$ cat src/hdl/asp_consts.svh
// Register offsets, field positions, reset values and counts of the serial port.
// Assumes byte addresses on a 32-bit register bus, one register per aligned word.
`ifndef ASP_CONSTS_SVH
`define ASP_CONSTS_SVH
// Register byte offsets
`define ASP_OFF_TXCTL 8'h00
`define ASP_OFF_RXCTL 8'h04
`define ASP_OFF_BAUD 8'h08
`define ASP_OFF_TXDATA 8'h0C
`define ASP_OFF_RXBUF 8'h10
// Transmit control fields
`define ASP_B_CLKSRC 7
`define ASP_B_TXNINE 6
`define ASP_B_TRANSMIT_ENABLE 5
`define ASP_B_SYNC 4
`define ASP_B_HISPD 2
`define ASP_B_TXEMPTY 1
`define ASP_B_TXNINTH 0
// Receive control fields
`define ASP_B_PORTEN 7
`define ASP_B_RXNINE 6
`define ASP_B_SINGLE 5
`define ASP_B_CONT 4
`define ASP_B_ADDRDET 3
`define ASP_B_FRAMING_ERROR 2
`define ASP_B_OVR 1
`define ASP_B_RXNINTH 0
// Reset values
`define ASP_TXCTL_RST 8'h00
`define ASP_RXCTL_RST 8'h00
`define ASP_BAUD_RST 8'h00
// Oversampling and bit counts
`define ASP_OS_LAST 4'hF
`define ASP_VOTE_LO 4'h7
`define ASP_VOTE_HI 4'h9
`define ASP_LAST_BIT8 4'h7
`define ASP_LAST_BIT9 4'h8
`define ASP_LS_PRE_LAST 2'h3
// Bus responses
`define ASP_RESP_OKAY 2'h0
`define ASP_RESP_SLVERR 2'h2
`endif

$ cat src/hdl/asp_pkg.sv
// Types shared by the serial port: bus carriers, register select and states.
// Assumes an AXI4-Lite master with 32-bit data on the register side.
package asp_pkg;
	typedef struct packed {
		logic awvalid;
		logic [31:0] awaddr;
		logic wvalid;
		logic [31:0] wdata;
		logic [3:0] wstrb;
		logic bready;
		logic arvalid;
		logic [31:0] araddr;
		logic rready;
	} asp_axi_req_t;
	typedef struct packed {
		logic awready;
		logic wready;
		logic bvalid;
		logic [1:0] bresp;
		logic arready;
		logic rvalid;
		logic [31:0] rdata;
		logic [1:0] rresp;
	} asp_axi_rsp_t;
	typedef enum logic [2:0] {REG_TXCTL, REG_RXCTL, REG_BAUD, REG_TXDATA, REG_RXBUF, REG_NONE} asp_reg_t;
	typedef enum logic [1:0] {TX_IDLE, TX_START, TX_DATA, TX_STOP} asp_tx_st_t;
	typedef enum logic [1:0] {RX_IDLE, RX_START, RX_DATA, RX_STOP} asp_rx_st_t;
endpackage : asp_pkg

$ cat src/hdl/asp_baud_gen.sv
// Baud rate generator: free-running down counter plus prescaler.
// Assumes divisor and restart come from the register file on the same clock.
`timescale 1ns/1ps
`include "asp_consts.svh"
module asp_baud_gen #(
	parameter int DIV_W = 8
) (
	// Clock and reset
	input wire logic clk_i,
	input wire logic rst_n_i,
	// Control
	input wire logic run_i,
	input wire logic restart_i,
	input wire logic [DIV_W-1:0] divisor_i,
	input wire logic high_speed_i,
	// Ticks
	output logic os_tick_o,
	output logic half_tick_o
);
	logic [DIV_W-1:0] count;
	logic [1:0] pre;
	logic tick;

	generate
		if (DIV_W < 1 || DIV_W > 16) begin : g_chk
			$error("asp_baud_gen: DIV_W out of range");
		end
	endgenerate

	assign tick = run_i && (count == '0);

	// Down counter reloads on zero; a divisor write clears it so a new rate starts at once
	always_ff @(posedge clk_i) begin
		if (!rst_n_i || !run_i || restart_i) begin
			count <= '0;
		end else if (tick) begin
			count <= divisor_i;
		end else begin
			count <= count - 1'b1;
		end
	end

	// Prescaler: low speed needs four ticks per oversample, sync needs two per half bit
	always_ff @(posedge clk_i) begin
		if (!rst_n_i || !run_i || restart_i) begin
			pre <= 2'h0;
		end else if (tick) begin
			pre <= pre + 2'h1;
		end
	end

	// 16 oversamples per bit give 16(n+1) or 64(n+1); two half bits give 4(n+1)
	assign os_tick_o = tick && (high_speed_i || pre == `ASP_LS_PRE_LAST);
	assign half_tick_o = tick && pre[0];
endmodule : asp_baud_gen

$ cat src/hdl/asp_rx_vote.sv
// Majority detector: keeps the last three samples of the receive line.
// Assumes its input is already synchronised to clk_i.
`timescale 1ns/1ps
module asp_rx_vote (
	// Clock and reset
	input wire logic clk_i,
	input wire logic rst_n_i,
	// Sampling
	input wire logic clear_i,
	input wire logic take_i,
	input wire logic din_i,
	// Decision
	output logic vote_o
);
	logic [2:0] samples;

	// Shift in one sample per strobe; idle level is high
	always_ff @(posedge clk_i) begin
		if (!rst_n_i || clear_i) begin
			samples <= 3'h7;
		end else if (take_i) begin
			samples <= {samples[1:0], din_i};
		end
	end

	// Two of three decide the level
	assign vote_o = (samples[0] & samples[1]) | (samples[0] & samples[2]) | (samples[1] & samples[2]);
endmodule : asp_rx_vote

$ cat src/hdl/asp_top.sv
// Addressable serial port: registers on AXI4-Lite, async and sync serial engine.
// Assumes both pins meet a pad that resolves the level from the output enables.
//
// Our own choices: the AXI4-Lite interface to the registers and the register addresses.
`timescale 1ns/1ps
`include "asp_consts.svh"
module asp_top #(
	parameter int ADDR_W = 8,
	parameter int DIV_W = 8
) (
	// Clock and reset
	input wire logic clk_i,
	input wire logic rst_n_i,
	// Register bus
	input wire asp_pkg::asp_axi_req_t axi_req_i,
	output asp_pkg::asp_axi_rsp_t axi_rsp_o,
	// Transmit or shift clock pin
	input wire logic serial_out_pin_i,
	output logic serial_out_pin_o,
	output logic serial_out_pin_oe_o,
	// Receive or sync data pin
	input wire logic serial_in_pin_i,
	output logic serial_in_pin_o,
	output logic serial_in_pin_oe_o,
	// Status levels
	output logic rx_char_ready_o,
	output logic tx_hold_empty_o
);
	import asp_pkg::*;

	generate
		if (ADDR_W < 5 || ADDR_W > 32 || DIV_W != 8) begin : g_chk
			$error("asp_top: unsupported ADDR_W or DIV_W");
		end
	endgenerate

	// Register decode, shared by read and write paths
	function automatic asp_reg_t reg_of(input logic [ADDR_W-1:0] a);
		if (a == ADDR_W'(`ASP_OFF_TXCTL)) begin
			return REG_TXCTL;
		end else if (a == ADDR_W'(`ASP_OFF_RXCTL)) begin
			return REG_RXCTL;
		end else if (a == ADDR_W'(`ASP_OFF_BAUD)) begin
			return REG_BAUD;
		end else if (a == ADDR_W'(`ASP_OFF_TXDATA)) begin
			return REG_TXDATA;
		end else if (a == ADDR_W'(`ASP_OFF_RXBUF)) begin
			return REG_RXBUF;
		end
		return REG_NONE;
	endfunction : reg_of

	// Bus state
	logic aw_held, w_held, b_valid, r_valid, wr_fire, rd_take, w_lane0;
	logic [ADDR_W-1:0] aw_addr;
	logic [31:0] w_data, r_data;
	logic [1:0] b_resp, r_resp;
	asp_reg_t wr_reg, rd_reg;
	// Software-owned fields
	logic [7:0] tx_ctl, baud_divisor;
	logic port_enable, rx_nine_bit_select, single_receive_enable, continuous_receive_enable, address_detect_enable;
	// Serial engine state
	logic core_rst, sync_mode, sync_master, rx_req_sync, tx_allowed, rx_sync_on, sync_busy;
	logic os_tick, half_tick, vote, sclk, edge_rise, edge_fall, rx_take;
	logic ck_s1, ck_s2, ck_prev, dt_s1, dt_s2;
	logic [7:0] tx_hold;
	logic tx_hold_full, tx_shifter_empty;
	logic [8:0] tx_shift, rx_shift;
	logic [3:0] tx_bits, tx_os, rx_bits, rx_os, tx_last, rx_last;
	asp_tx_st_t tx_state;
	asp_rx_st_t rx_state;
	logic [7:0] receive_buffer;
	logic rx_full, framing_error, overrun_error, rx_ninth_bit;
	logic rx_done, rx_done_framing_error, rx_accept, rx_load, rx_pop;
	logic next_out_o, next_out_oe, next_in_o, next_in_oe;

	// Field views of transmit control
	wire clock_source_select = tx_ctl[`ASP_B_CLKSRC];
	wire tx_nine_bit_select = tx_ctl[`ASP_B_TXNINE];
	wire transmit_enable = tx_ctl[`ASP_B_TRANSMIT_ENABLE];
	wire high_speed_baud = tx_ctl[`ASP_B_HISPD];
	wire tx_ninth_bit = tx_ctl[`ASP_B_TXNINTH];

	// Write channel: address and data taken in either order, answer after both
	assign wr_reg = reg_of(aw_addr);
	assign wr_fire = aw_held && w_held && !b_valid;
	always_ff @(posedge clk_i) begin
		if (!rst_n_i) begin
			aw_held <= 1'b0;
			w_held <= 1'b0;
			b_valid <= 1'b0;
			b_resp <= `ASP_RESP_OKAY;
			aw_addr <= '0;
			w_data <= 32'h00000000;
			w_lane0 <= 1'b0;
		end else begin
			if (axi_req_i.awvalid && !aw_held) begin
				aw_held <= 1'b1;
				aw_addr <= axi_req_i.awaddr[ADDR_W-1:0];
			end else if (wr_fire) begin
				aw_held <= 1'b0;
			end
			if (axi_req_i.wvalid && !w_held) begin
				w_held <= 1'b1;
				w_data <= axi_req_i.wdata;
				w_lane0 <= axi_req_i.wstrb[0];
			end else if (wr_fire) begin
				w_held <= 1'b0;
			end
			if (wr_fire) begin
				b_valid <= 1'b1;
				b_resp <= (wr_reg == REG_NONE) ? `ASP_RESP_SLVERR : `ASP_RESP_OKAY;
			end else if (axi_req_i.bready) begin
				b_valid <= 1'b0;
			end
		end
	end

	// Read channel: one read at a time, data registered
	assign rd_reg = reg_of(axi_req_i.araddr[ADDR_W-1:0]);
	assign rd_take = axi_req_i.arvalid && !r_valid;
	assign rx_pop = rd_take && (rd_reg == REG_RXBUF);
	always_ff @(posedge clk_i) begin
		if (!rst_n_i) begin
			r_valid <= 1'b0;
			r_data <= 32'h00000000;
			r_resp <= `ASP_RESP_OKAY;
		end else if (rd_take) begin
			r_valid <= 1'b1;
			r_resp <= (rd_reg == REG_NONE) ? `ASP_RESP_SLVERR : `ASP_RESP_OKAY;
			case (rd_reg)
				REG_TXCTL: r_data <= {24'h000000, tx_ctl[7:4], 1'b0, tx_ctl[2], tx_shifter_empty, tx_ctl[0]};
				REG_RXCTL: r_data <= {24'h000000, port_enable, rx_nine_bit_select, single_receive_enable,
					continuous_receive_enable, address_detect_enable, framing_error, overrun_error, rx_ninth_bit};
				REG_BAUD: r_data <= {24'h000000, baud_divisor};
				REG_RXBUF: r_data <= {24'h000000, receive_buffer};
				default: r_data <= 32'h00000000;
			endcase
		end else if (axi_req_i.rready) begin
			r_valid <= 1'b0;
		end
	end

	assign axi_rsp_o = '{awready: !aw_held, wready: !w_held, bvalid: b_valid, bresp: b_resp,
		arready: !r_valid, rvalid: r_valid, rdata: r_data, rresp: r_resp};

	// Control registers; the whole transmit control byte is stored, bit 1 reads back as shifter status
	always_ff @(posedge clk_i) begin
		if (!rst_n_i) begin
			tx_ctl <= `ASP_TXCTL_RST;
			baud_divisor <= `ASP_BAUD_RST;
		end else if (wr_fire && w_lane0) begin
			if (wr_reg == REG_TXCTL) begin
				tx_ctl <= w_data[7:0];
			end
			if (wr_reg == REG_BAUD) begin
				baud_divisor <= w_data[7:0];
			end
		end
	end

	// Receive control; a software write wins over the hardware clear of single receive
	always_ff @(posedge clk_i) begin
		if (!rst_n_i) begin
			{port_enable, rx_nine_bit_select, single_receive_enable} <= 3'h0;
			{continuous_receive_enable, address_detect_enable} <= 2'h0;
		end else if (wr_fire && w_lane0 && wr_reg == REG_RXCTL) begin
			port_enable <= w_data[`ASP_B_PORTEN];
			rx_nine_bit_select <= w_data[`ASP_B_RXNINE];
			single_receive_enable <= w_data[`ASP_B_SINGLE];
			continuous_receive_enable <= w_data[`ASP_B_CONT];
			address_detect_enable <= w_data[`ASP_B_ADDRDET];
		end else if (rx_done && sync_master && !continuous_receive_enable) begin
			single_receive_enable <= 1'b0;
		end
	end

	// Mode decode
	assign core_rst = !rst_n_i || !port_enable;
	assign sync_mode = tx_ctl[`ASP_B_SYNC];
	assign sync_master = sync_mode && clock_source_select;
	assign rx_req_sync = continuous_receive_enable || (single_receive_enable && sync_master);
	assign tx_allowed = transmit_enable && !(sync_mode && rx_req_sync);
	assign rx_sync_on = sync_mode && rx_req_sync && !overrun_error && tx_state == TX_IDLE;
	assign sync_busy = sync_master && (tx_state == TX_DATA || rx_sync_on);
	assign tx_last = tx_nine_bit_select ? `ASP_LAST_BIT9 : `ASP_LAST_BIT8;
	assign rx_last = rx_nine_bit_select ? `ASP_LAST_BIT9 : `ASP_LAST_BIT8;
	assign tx_shifter_empty = (tx_state == TX_IDLE);

	asp_baud_gen #(.DIV_W(DIV_W)) u_baud (
		.clk_i(clk_i),
		.rst_n_i(rst_n_i),
		.run_i(port_enable),
		.restart_i(wr_fire && w_lane0 && wr_reg == REG_BAUD),
		.divisor_i(baud_divisor),
		.high_speed_i(high_speed_baud && !sync_mode),
		.os_tick_o(os_tick),
		.half_tick_o(half_tick)
	);

	// Pin synchronisers; the second stage is used, plus a third stage on the clock pin to find its edges
	always_ff @(posedge clk_i) begin
		if (!rst_n_i) begin
			{ck_s1, ck_s2, ck_prev, dt_s1, dt_s2} <= 5'h1F;
		end else begin
			ck_s1 <= serial_out_pin_i;
			ck_s2 <= ck_s1;
			ck_prev <= ck_s2;
			dt_s1 <= serial_in_pin_i;
			dt_s2 <= dt_s1;
		end
	end

	// Master shift clock idles low and toggles every half bit while busy
	always_ff @(posedge clk_i) begin
		if (core_rst || !sync_busy) begin
			sclk <= 1'b0;
		end else if (half_tick) begin
			sclk <= !sclk;
		end
	end

	// Sync edges come from our own clock as master or the pin as slave
	assign edge_rise = sync_master ? (half_tick && sync_busy && !sclk) : (ck_s2 && !ck_prev);
	assign edge_fall = sync_master ? (half_tick && sync_busy && sclk) : (!ck_s2 && ck_prev);

	// Holding register; a write in the same cycle as a load keeps it full
	always_ff @(posedge clk_i) begin
		if (core_rst) begin
			tx_hold <= 8'h00;
			tx_hold_full <= 1'b0;
		end else if (wr_fire && w_lane0 && wr_reg == REG_TXDATA) begin
			tx_hold <= w_data[7:0];
			tx_hold_full <= 1'b1;
		end else if (tx_state == TX_IDLE && tx_allowed) begin
			tx_hold_full <= 1'b0;
		end
	end

	// Transmitter: async frames use 16 oversamples per bit, sync shifts on falling edges
	always_ff @(posedge clk_i) begin
		if (core_rst) begin
			tx_state <= TX_IDLE;
			tx_shift <= 9'h1FF;
			tx_bits <= 4'h0;
			tx_os <= 4'h0;
		end else begin
			case (tx_state)
				TX_IDLE: begin
					if (tx_hold_full && tx_allowed) begin
						tx_shift <= {tx_ninth_bit, tx_hold};
						tx_state <= sync_mode ? TX_DATA : TX_START;
						tx_bits <= 4'h0;
						tx_os <= 4'h0;
					end
				end
				TX_START: begin
					if (os_tick) begin
						tx_os <= tx_os + 4'h1;
						if (tx_os == `ASP_OS_LAST) begin
							tx_state <= TX_DATA;
						end
					end
				end
				TX_DATA: begin
					if (sync_mode ? edge_fall : (os_tick && tx_os == `ASP_OS_LAST)) begin
						tx_shift <= {1'b1, tx_shift[8:1]};
						tx_bits <= tx_bits + 4'h1;
						if (tx_bits == tx_last) begin
							tx_state <= sync_mode ? TX_IDLE : TX_STOP;
						end
					end
					if (os_tick && !sync_mode) begin
						tx_os <= tx_os + 4'h1;
					end
				end
				TX_STOP: begin
					if (os_tick) begin
						tx_os <= tx_os + 4'h1;
						if (tx_os == `ASP_OS_LAST) begin
							tx_state <= TX_IDLE;
						end
					end
				end
				default: tx_state <= TX_IDLE;
			endcase
		end
	end

	// Majority samples at the middle three oversamples of each async bit
	assign rx_take = !sync_mode && rx_state != RX_IDLE && os_tick && rx_os >= `ASP_VOTE_LO && rx_os <= `ASP_VOTE_HI;

	asp_rx_vote u_vote (
		.clk_i(clk_i),
		.rst_n_i(!core_rst),
		.clear_i(rx_state == RX_IDLE),
		.take_i(rx_take),
		.din_i(dt_s2),
		.vote_o(vote)
	);

	// Receiver; it halts while an overrun is pending
	always_ff @(posedge clk_i) begin
		if (core_rst) begin
			rx_state <= RX_IDLE;
			rx_shift <= 9'h000;
			rx_bits <= 4'h0;
			rx_os <= 4'h0;
			rx_done <= 1'b0;
			rx_done_framing_error <= 1'b0;
		end else begin
			rx_done <= 1'b0;
			if (sync_mode) begin
				rx_state <= RX_IDLE;
				rx_os <= 4'h0;
				if (!rx_sync_on) begin
					rx_bits <= 4'h0;
				end else if (edge_rise) begin
					rx_shift[rx_bits] <= dt_s2;
					rx_bits <= (rx_bits == rx_last) ? 4'h0 : rx_bits + 4'h1;
					rx_done <= (rx_bits == rx_last);
					rx_done_framing_error <= 1'b0;
				end
			end else begin
				if (os_tick) begin
					rx_os <= rx_os + 4'h1;
				end
				case (rx_state)
					RX_IDLE: begin
						rx_os <= 4'h0;
						rx_bits <= 4'h0;
						if (os_tick && !dt_s2 && continuous_receive_enable && !overrun_error) begin
							rx_state <= RX_START;
							rx_shift <= 9'h000;
						end
					end
					RX_START: begin
						if (os_tick && rx_os == `ASP_OS_LAST) begin
							rx_state <= vote ? RX_IDLE : RX_DATA;
						end
					end
					RX_DATA: begin
						if (os_tick && rx_os == `ASP_OS_LAST) begin
							rx_shift[rx_bits] <= vote;
							rx_bits <= rx_bits + 4'h1;
							if (rx_bits == rx_last) begin
								rx_state <= RX_STOP;
							end
						end
					end
					RX_STOP: begin
						if (os_tick && rx_os == `ASP_OS_LAST) begin
							rx_state <= RX_IDLE;
							rx_done <= 1'b1;
							rx_done_framing_error <= !vote;
						end
					end
					default: rx_state <= RX_IDLE;
				endcase
			end
		end
	end

	// Address detect filters async nine-bit characters with a clear ninth bit
	assign rx_accept = sync_mode || !rx_nine_bit_select || !address_detect_enable
		|| rx_shift[8];
	assign rx_load = rx_done && rx_accept && (!rx_full || rx_pop);

	// Receive buffer with its error and ninth bit; a load wins over a read
	always_ff @(posedge clk_i) begin
		if (core_rst) begin
			receive_buffer <= 8'h00;
			rx_ninth_bit <= 1'b0;
			framing_error <= 1'b0;
			rx_full <= 1'b0;
		end else if (rx_load) begin
			receive_buffer <= rx_shift[7:0];
			rx_ninth_bit <= rx_nine_bit_select && rx_shift[8];
			framing_error <= rx_done_framing_error;
			rx_full <= 1'b1;
		end else if (rx_pop) begin
			rx_full <= 1'b0;
		end
	end

	// Overrun: a character arrives with the buffer still full; a set wins over the clear
	always_ff @(posedge clk_i) begin
		if (core_rst) begin
			overrun_error <= 1'b0;
		end else if (rx_done && rx_accept && rx_full && !rx_pop) begin
			overrun_error <= 1'b1;
		end else if (!continuous_receive_enable) begin
			overrun_error <= 1'b0;
		end
	end

	// Pin drive and direction chosen by mode
	always_comb begin
		next_out_o = 1'b1;
		next_out_oe = 1'b0;
		next_in_o = 1'b1;
		next_in_oe = 1'b0;
		if (!sync_mode) begin
			next_out_oe = 1'b1;
			next_out_o = (tx_state == TX_START) ? 1'b0 : (tx_state == TX_DATA) ? tx_shift[0] : 1'b1;
		end else begin
			next_out_oe = clock_source_select;
			next_out_o = sclk;
			next_in_oe = (tx_state == TX_DATA);
			next_in_o = tx_shift[0];
		end
	end

	// Registered pins; released to input while the port is off
	always_ff @(posedge clk_i) begin
		if (core_rst) begin
			{serial_out_pin_o, serial_out_pin_oe_o, serial_in_pin_o, serial_in_pin_oe_o} <= 4'hA;
		end else begin
			{serial_out_pin_o, serial_out_pin_oe_o} <= {next_out_o, next_out_oe};
			{serial_in_pin_o, serial_in_pin_oe_o} <= {next_in_o, next_in_oe};
		end
	end

	// Status levels
	assign rx_char_ready_o = rx_full;
	assign tx_hold_empty_o = !tx_hold_full;
endmodule : asp_top

$ cat config.mk
export PLATFORM = sky130hd
export DESIGN_NAME = asp_top
export DESIGN_NICKNAME = d
export VERILOG_FILES = /design/src/hdl/asp_pkg.sv /design/src/hdl/asp_baud_gen.sv /design/src/hdl/asp_rx_vote.sv /design/src/hdl/asp_top.sv
export VERILOG_INCLUDE_DIRS = /design/src /design/src/hdl
export SDC_FILE = /design/constraint.sdc
export NUM_CORES = 1
export LEC_CHECK = 0
export BUFFER_PORTS_ARGS = -buffer_cell sky130_fd_sc_hd__buf_2
export CAP_MARGIN = 30
export CELL_PAD_IN_SITES_DETAIL_PLACEMENT = 0
export CELL_PAD_IN_SITES_GLOBAL_PLACEMENT = 1
export CORE_UTILIZATION = 43
export CTS_CLUSTER_DIAMETER = 80
export DETAILED_ROUTE_END_ITERATION = 7
export PLACE_DENSITY = 0.83
export SLEW_MARGIN = 20
export SYNTH_ARGS = -nofsm -noshare
export SYNTH_HDL_FRONTEND = slang
export SYNTH_SLANG_ARGS = --single-unit
$ cat constraint.sdc
create_clock -name clk_i -period 5 [get_ports clk_i]
set_input_delay 0.25 -clock clk_i [delete_from_list [all_inputs] [get_ports clk_i]]
set_output_delay 0.25 -clock clk_i [all_outputs]
set_load 0.02 [all_outputs]
Yosys cells after proc, flatten, opt, wreduce, memory -nomap -nowiden --
Index checks and enable logic that the tools add are counted.
Storage, ports and cells: register bits after elaboration 162, bits of input ports 109, output and inout port bits 47, logic and storage cells 322
Operators by class: $add $sub $neg 6, $lt $le $gt $ge 4, eq/ne operators 47, multiplexer cells 102, bitwise gates (word level) 6, reduce and logical (&&, ||, !) cells 110
Operators with widths (count):
- 9-bit two-way mux | 7
- 1-bit logical AND | 46
- 4-bit two-way mux | 11
- 1-bit two-way mux | 43
- 3-bit two-way mux | 12
- 9-bit one-hot mux with 2 select lines | 2
- 2-bit two-way mux | 17
- 8-bit by 4-bit == test with 1-bit output (second input constant) | 4
- 8-bit one-hot mux with 4 select lines | 1
- 8-bit zero test | 3
- 2-bit nonzero test | 11
- 1-bit zero test | 21
- 9-bit bitwise mux | 2
- 2-bit inequality test (second input constant) | 9
- 4-bit by 1-bit adder with 4-bit output (second input constant) | 4
- 8-bit by 3-bit == test with 1-bit output (second input constant) | 2
- 8-bit by 5-bit == test with 1-bit output (second input constant) | 2
- 2-bit by 1-bit inequality test with 1-bit output (second input constant) | 8
- 2-bit one-hot mux with 4 select lines | 2
- 4-bit one-hot mux with 2 select lines | 2
- 4-bit one-hot mux with 3 select lines | 1
- 1-bit logical OR | 11
- 2-bit == test (second input constant) | 5
- 5-bit AND reduction | 2
- other kinds (28) | 47

Depth between registers and ports, before layout --
depth after elaboration 14, mapped depth 9, mapped depth without buffers 7

Modules after synthesis --
A second synthesis with hierarchy kept.
Unflattened totals: cells, all modules 707, area, all modules 6344.8 µm²
Modules (own cells, without submodules):
- asp_top | times used 1, cells each 636, area each 5689.2 µm², seq. area each 2422.3 µm²
- asp_baud_gen | times used 1, cells each 60, area each 536.8 µm², seq. area each 200.2 µm²
- asp_rx_vote | times used 1, cells each 11, area each 118.9 µm², seq. area each 60.1 µm²

Worst setup path before layout --
No wires, ideal clock.
path kind input to register, start point input port axi_req_i[8] in the netlist's numbering, end point register receive_buffer[3], setup time 0.128 ns, data arrival time 1.781 ns, slack 3.092 ns, stages on the path 6, path buffers 1, cells stage by stage or4_1 > buf_4 > o41a_1 > nor2_4 > mux2i_1 > nor2_1
On the way: cells in the longest elaborated chain, start to end 11, elaborated cells on any way between the ends 19, classes of those cells eq/ne: 5; mux: 10; reduce/logical: 4
RTL lines:
- start, declared | RTL line asp_top.sv:15 | input wire asp_pkg::asp_axi_req_t axi_req_i,
- 8-bit by 5-bit == test with 1-bit output | RTL line asp_top.sv:47 | end else if (a == ADDR_W'(`ASP_OFF_RXBUF)) begin
- 1-bit two-way mux | RTL line asp_top.sv:47
- 1-bit two-way mux | RTL line asp_top.sv:45 | end else if (a == ADDR_W'(`ASP_OFF_TXDATA)) begin
- 1-bit two-way mux | RTL line asp_top.sv:43 | end else if (a == ADDR_W'(`ASP_OFF_BAUD)) begin
- 1-bit two-way mux | RTL line asp_top.sv:41 | end else if (a == ADDR_W'(`ASP_OFF_RXCTL)) begin
- 1-bit two-way mux | RTL line asp_top.sv:39 | if (a == ADDR_W'(`ASP_OFF_TXCTL)) begin
- 3-bit two-way mux * | RTL line asp_top.sv:50 | return REG_NONE;
- 3-bit == test * | RTL line asp_top.sv:122 | assign rx_pop = rd_take && (rd_reg == REG_RXBUF);
- 1-bit logical AND * | RTL line asp_top.sv:122
- 1-bit logical OR * | RTL line asp_top.sv:367 | assign rx_load = rx_done && rx_accept && (!rx_full || rx_pop);
- 1-bit logical AND * | RTL line asp_top.sv:367
- end signal, assigned | RTL line asp_top.sv:377 | receive_buffer <= rx_shift[7:0];
- end, declared | RTL line asp_top.sv:72 | logic [7:0] receive_buffer;
Every way passes the cells marked *; elsewhere a longest branch is shown, timed or not. A chain may end at the register's enable or synchronous reset.

Worst setup path after layout --
start point register tx_ctl[4], end point register rx_shift[0]
On the way: cells in the longest elaborated chain, start to end 13, elaborated cells on any way between the ends 26, classes of those cells eq/ne: 4; mux: 2; reduce/logical: 20
RTL lines:
- start, declared | RTL line asp_top.sv:60 | logic [7:0] tx_ctl, baud_divisor;
- start signal, assigned | RTL line asp_top.sv:150 | tx_ctl <= `ASP_TXCTL_RST;
- start signal, assigned | RTL line asp_top.sv:154 | tx_ctl <= w_data[7:0];
- 1-bit logical AND | RTL line asp_top.sv:181 | assign sync_master = sync_mode && clock_source_select;
- 1-bit logical AND | RTL line asp_top.sv:182 | assign rx_req_sync = continuous_receive_enable || (single_receive_enable && sync_master);
- 1-bit logical OR | RTL line asp_top.sv:182
- 1-bit logical AND (3 in series) | RTL line asp_top.sv:184 | assign rx_sync_on = sync_mode && rx_req_sync && !overrun_error && tx_state == TX_IDLE;
- 1-bit logical OR | RTL line asp_top.sv:185 | assign sync_busy = sync_master && (tx_state == TX_DATA || rx_sync_on);
- 1-bit logical AND | RTL line asp_top.sv:185
- 1-bit logical AND (2 in series) | RTL line asp_top.sv:224 | assign edge_rise = sync_master ? (half_tick && sync_busy && !sclk) : (ck_s2 && !ck_prev);
- 1-bit two-way mux | RTL line asp_top.sv:224
- 2-bit by 1-bit inequality test with 1-bit output (no line)
- 5-bit AND reduction (no line)
- end signal, assigned by index | RTL line asp_top.sv:319 | rx_shift[rx_bits] <= dt_s2;
- end signal, assigned by index | RTL line asp_top.sv:344 | rx_shift[rx_bits] <= vote;
- end, declared | RTL line asp_top.sv:68 | logic [8:0] tx_shift, rx_shift;
Parallel ways exist; a longest one is shown, timed or not.

==> results.py <==
metrics = {
    "synthesis": {
        "muxShareOfSynthArea_pct": 6.76,
        "synth_edf_count": 0,
        "yosys_register_bits": 134,
        "yosys.area.top_type_share_pct": 41.2,
        "synth_top_flop_cell": "dfxtp_1",
        "combinational_family_with_the_most_area_after_synthesis": "compound AO/OA/AOI/OAI gates",
        "yosys_warnings": 0,
        "netlist.top_cell.by_area": "dfxtp_1",
        "complex_gate_fraction_of_the_synthesized_area_pct": 21.2,
        "ys_seq_area_share_pct": 41.2,
        "post_synth_instance_area_um2": 6520,
        "ranking_of_synthesized_cells_by_area": "dfxtp_1, mux2i_1, nand2_1, buf_4, nor2b_1",
        "avgSynthCellArea_um2": 8.88,
        "synth_fa_ha_area_share_pct": 2.46,
        "synth_cell_types": 70,
        "syn_inst": 734,
        "async_flop_share_pct": 0,
        "yosys.area_share.xor_xnor_pct": 1.21,
        "synth-simple-area-share_pct": 20.3,
    },
    "detailed_routing": {
        "drt-total-wl_um": 15000,
        "num_vias": 5372,
        "count_of_routing_violations_after_the_opening_detailed_route_iteration": 443,
        "drtAntennaViolNets": 0,
        "firstDrtPassIters": 8,
        "routed_wire_length_per_instance_um": 15.6,
        "vias_per_cell": 5.56,
        "drcViolationCount": 2,
    },
    "global_route": {
        "first_global_vias": 5182,
        "grt_remaining_overflow": 0,
        "grt_max_degree": 54,
        "antenna_found_initial": 0,
        "grt_pass1_wl_um": 25300,
        "grt_usage_pct": 20.1,
    },
    "die": {
        "design.die.area_um2": 15700,
        "placeableCoreArea_um2": 14600,
        "placement_rows": 44,
        "io-pin-count": 156,
        "die_w_um": 125,
        "die_h_um": 125,
        "floorplan.initialDensity_pct": 44.5,
    },
    "hold_path": {
        "worstHoldPathCells": 2,
        "worst_hold_end": "ck_s1",
        "timing.hold.worst.class": "input pin to register",
        "min-delay-start": "serial_out_pin_i",
    },
    "layout": {
        "syn2layout_area_growth_pct": 12.1,
        "final_util_pct": 49.9,
        "fraction_of_final_layout_cells_sized_beyond_drive_strength_1_pct": 13.3,
        "final_net_count": 892,
        "diodes": 0,
    },
    "timing": {
        "hold_slack_ps": 17.0,
        "ratio_of_final_minimum_period_to_clock_period_pct": 57.6,
        "rsz0062_at_grt": "false",
        "hold_violations": 0,
        "max_freq_mhz": 347,
        "number_of_pins_exceeding_their_max_slew_limit_in_the_final_report": 0,
        "final_critical_path_required_period_ps": 2880,
        "finClkSkew_ps": 7.52,
        "setup_viol_count_final": 0,
        "fin_setup_tns_ps": 0,
        "slew_headroom_pct": 33.7,
        "tightestPinTransition_ps": 994,
        "fin_ws_ps": 2120,
    },
    "cts": {
        "cts_num_sinks": 134,
        "post_cts.repair.setup_buffers": 0,
        "h-tree-depth": 4,
        "tritoncts": "built",
        "cts_repair_resize_count": 0,
        "cts-buffers-inserted": 17,
        "clockRootBuffer": "clkbuf_16",
        "cts_hold_buffers": 0,
        "clk_pin_slew_worst_paths_ps": 60,
        "max-clock-path-buffers": 2,
        "clk_latency_ps": 420,
    },
    "pwr": {
        "cellPowerDensity_nw_per_um2": 318,
        "p_switching_uw": 522,
        "seqPwrFrac_pct": 47.2,
        "power.switching_fraction_pct": 22.5,
        "static-leakage-power_uw": 0.00296,
        "p_int_uw": 1800,
        "power.clock.fraction_pct": 48.9,
        "ir_drop_uv": 245,
        "p_comb_share_pct": 3.9,
    },
    "worst_setup_path": {
        "worst-r2r-cell-count": 5,
        "reg2reg_setup_slack_ps": 2120,
        "cp_max_fo": 23,
        "regToRegEndpoint": "rx_shift[0]",
        "crit_path_end_kind": "register",
        "worstPathRequired_ps": 5310,
        "worstSetupPathType": "register to register",
        "worstSetupStartpointType": "register",
        "reg2reg_from": "tx_ctl[4]",
        "arrival_ps": 3190,
    },
    "outcome": {
        "violations": "design-rule violations",
        "status": "finished, violations left",
    },
    "flow_run": {
        "maxCapViolCount": 0,
    },
    "place": {
        "dpl_worst_slack_ps": 2200,
        "globalplace.congestion": 0.792,
        "port_buffers": 54,
        "hpwlAfterDp_um": 10600,
    },
}
metal layers:
metal | vias up | routed length, µm | global-route usage (%)
met4 | 0 | 124 | 5.88
met5 | - | 0 | 0
met1 | 2574 | 7350 | 26.2
met2 | 123 | 6930 | 33.1
li1 | 2663 | - | -
met3 | 12 | 632 | 4.54
state kept, by name, summed over array words and instances (netlist names), 2 cells and up, named ones only:
name / count
rx_shift: 9
tx_shift: 9
aw_addr: 8
baud_divisor: 8
r_data: 8
receive_buffer: 8
tx_hold: 8
u_baud.count: 8
w_data: 8
tx_ctl: 6
rx_bits: 4
rx_os: 4
tx_bits: 4
tx_os: 4
u_vote.samples: 3
tx_state: 2
u_baud.pre: 2
power by group through the flow:
stage	clock network [µW]	registers [µW]	logic (µW)
6_report	1140	1100	91.1
2_1_floorplan	0	1110	80.4
5_1_grt	1210	1100	101
3_5_place_dp	0	1120	90.9
4_1_cts	1150	1100	91.2
3_3_place_gp	0	1120	88.6
synthesized netlist by cell type (5+ instances only):
cell / number
a211oi_1: 10
ha_1: 12
o311ai_1: 8
a21o_1: 10
a22o_1: 7
buf_4: 31
a22oi_1: 15
buf_2: 5
nor3_1: 11
a32o_1: 7
inv_1: 21
o21ai_1: 20
clkbuf_1: 24
o21ai_0: 27
o211a_1: 6
nand3_1: 10
buf_1: 5
nand2b_1: 13
dfxtp_1: 134
nand2_1: 85
nand4_1: 9
or3_1: 6
a21oi_1: 39
mux2i_1: 44
nor2_1: 44
nor2b_1: 35
xor2_1: 5
a31oi_1: 6
and3_1: 8
a21boi_0: 10
metrics by stage:
| step | cell area, µm² | power (µW) | std cells |
|---|---|---|---|
| final | 7310 | 2320 | 966 |
| after global routing | 7310 | 2410 | 966 |
| after CTS | 7300 | 2340 | 965 |
| after detailed placement | 6770 | 1210 | 935 |
| after global placement | 6760 | 1210 | 934 |
| after floorplan | 6610 | 1190 | 759 |
worst max-delay path by stage:
stage,slack [ps],endpoint,start,depth (start not counted)
finish,2120,rx_shift[0],tx_ctl[4],5
floorplan,3090,receive_buffer[3],axi_req_i[8],6
detailed placement,2200,rx_shift[0],tx_ctl[4],5
global placement,2290,rx_shift[1],tx_ctl[4],5
global route,1990,tx_bits[2],tx_ctl[4],5
CTS,2200,rx_shift[0],tx_ctl[4],5
kinds of logic after synthesis:
logic type | count (synthesis)
AOI/OAI and AO/OA | 199
muxes | 44
DFF | 134
other | 1
and+or+nand+nor | 248
xor gates and xnor gates | 9
adders and majority gates | 13
buffers and inverters | 86
worst max-delay path, stage by stage (launching register included):
cell and delay (ps):
dfxtp_1 860, nand2b_1 130, or4_1 490, o2bb2ai_1 820
o21ai_1 160, a32o_1 300
cells in the final DEF, fill, tap and decap left out, drive strengths merged, types with 8 or more instances in the layout:
| cell | instances |
|---|---|
| dfxtp | 134 |
| nand2 | 86 |
| buf | 58 |
| o21ai | 47 |
| nor2 | 45 |
| mux2i | 44 |
| a21oi | 39 |
| nor2b | 35 |
| conb | 26 |
| inv | 21 |
| clkbuf | 21 |
| a22oi | 15 |
| nand2b | 13 |
| nor3 | 13 |
| ha | 12 |
| nand3 | 10 |
| a211oi | 10 |
| a21o | 10 |
| a21boi | 10 |
| nand4 | 9 |
| and3 | 8 |
| o311ai | 8 |
area by class of cell:
type                       instances  area, µm²
clock buffer                      21        450
clock inverter                     9       81.3
fill                            1398       7330
inverter                          21       78.8
multi-input combinational        539       3480
sequential                       134       2680
tap                              184        230
timing repair buffer              58        302
Power figures use the tool's default switching activity.
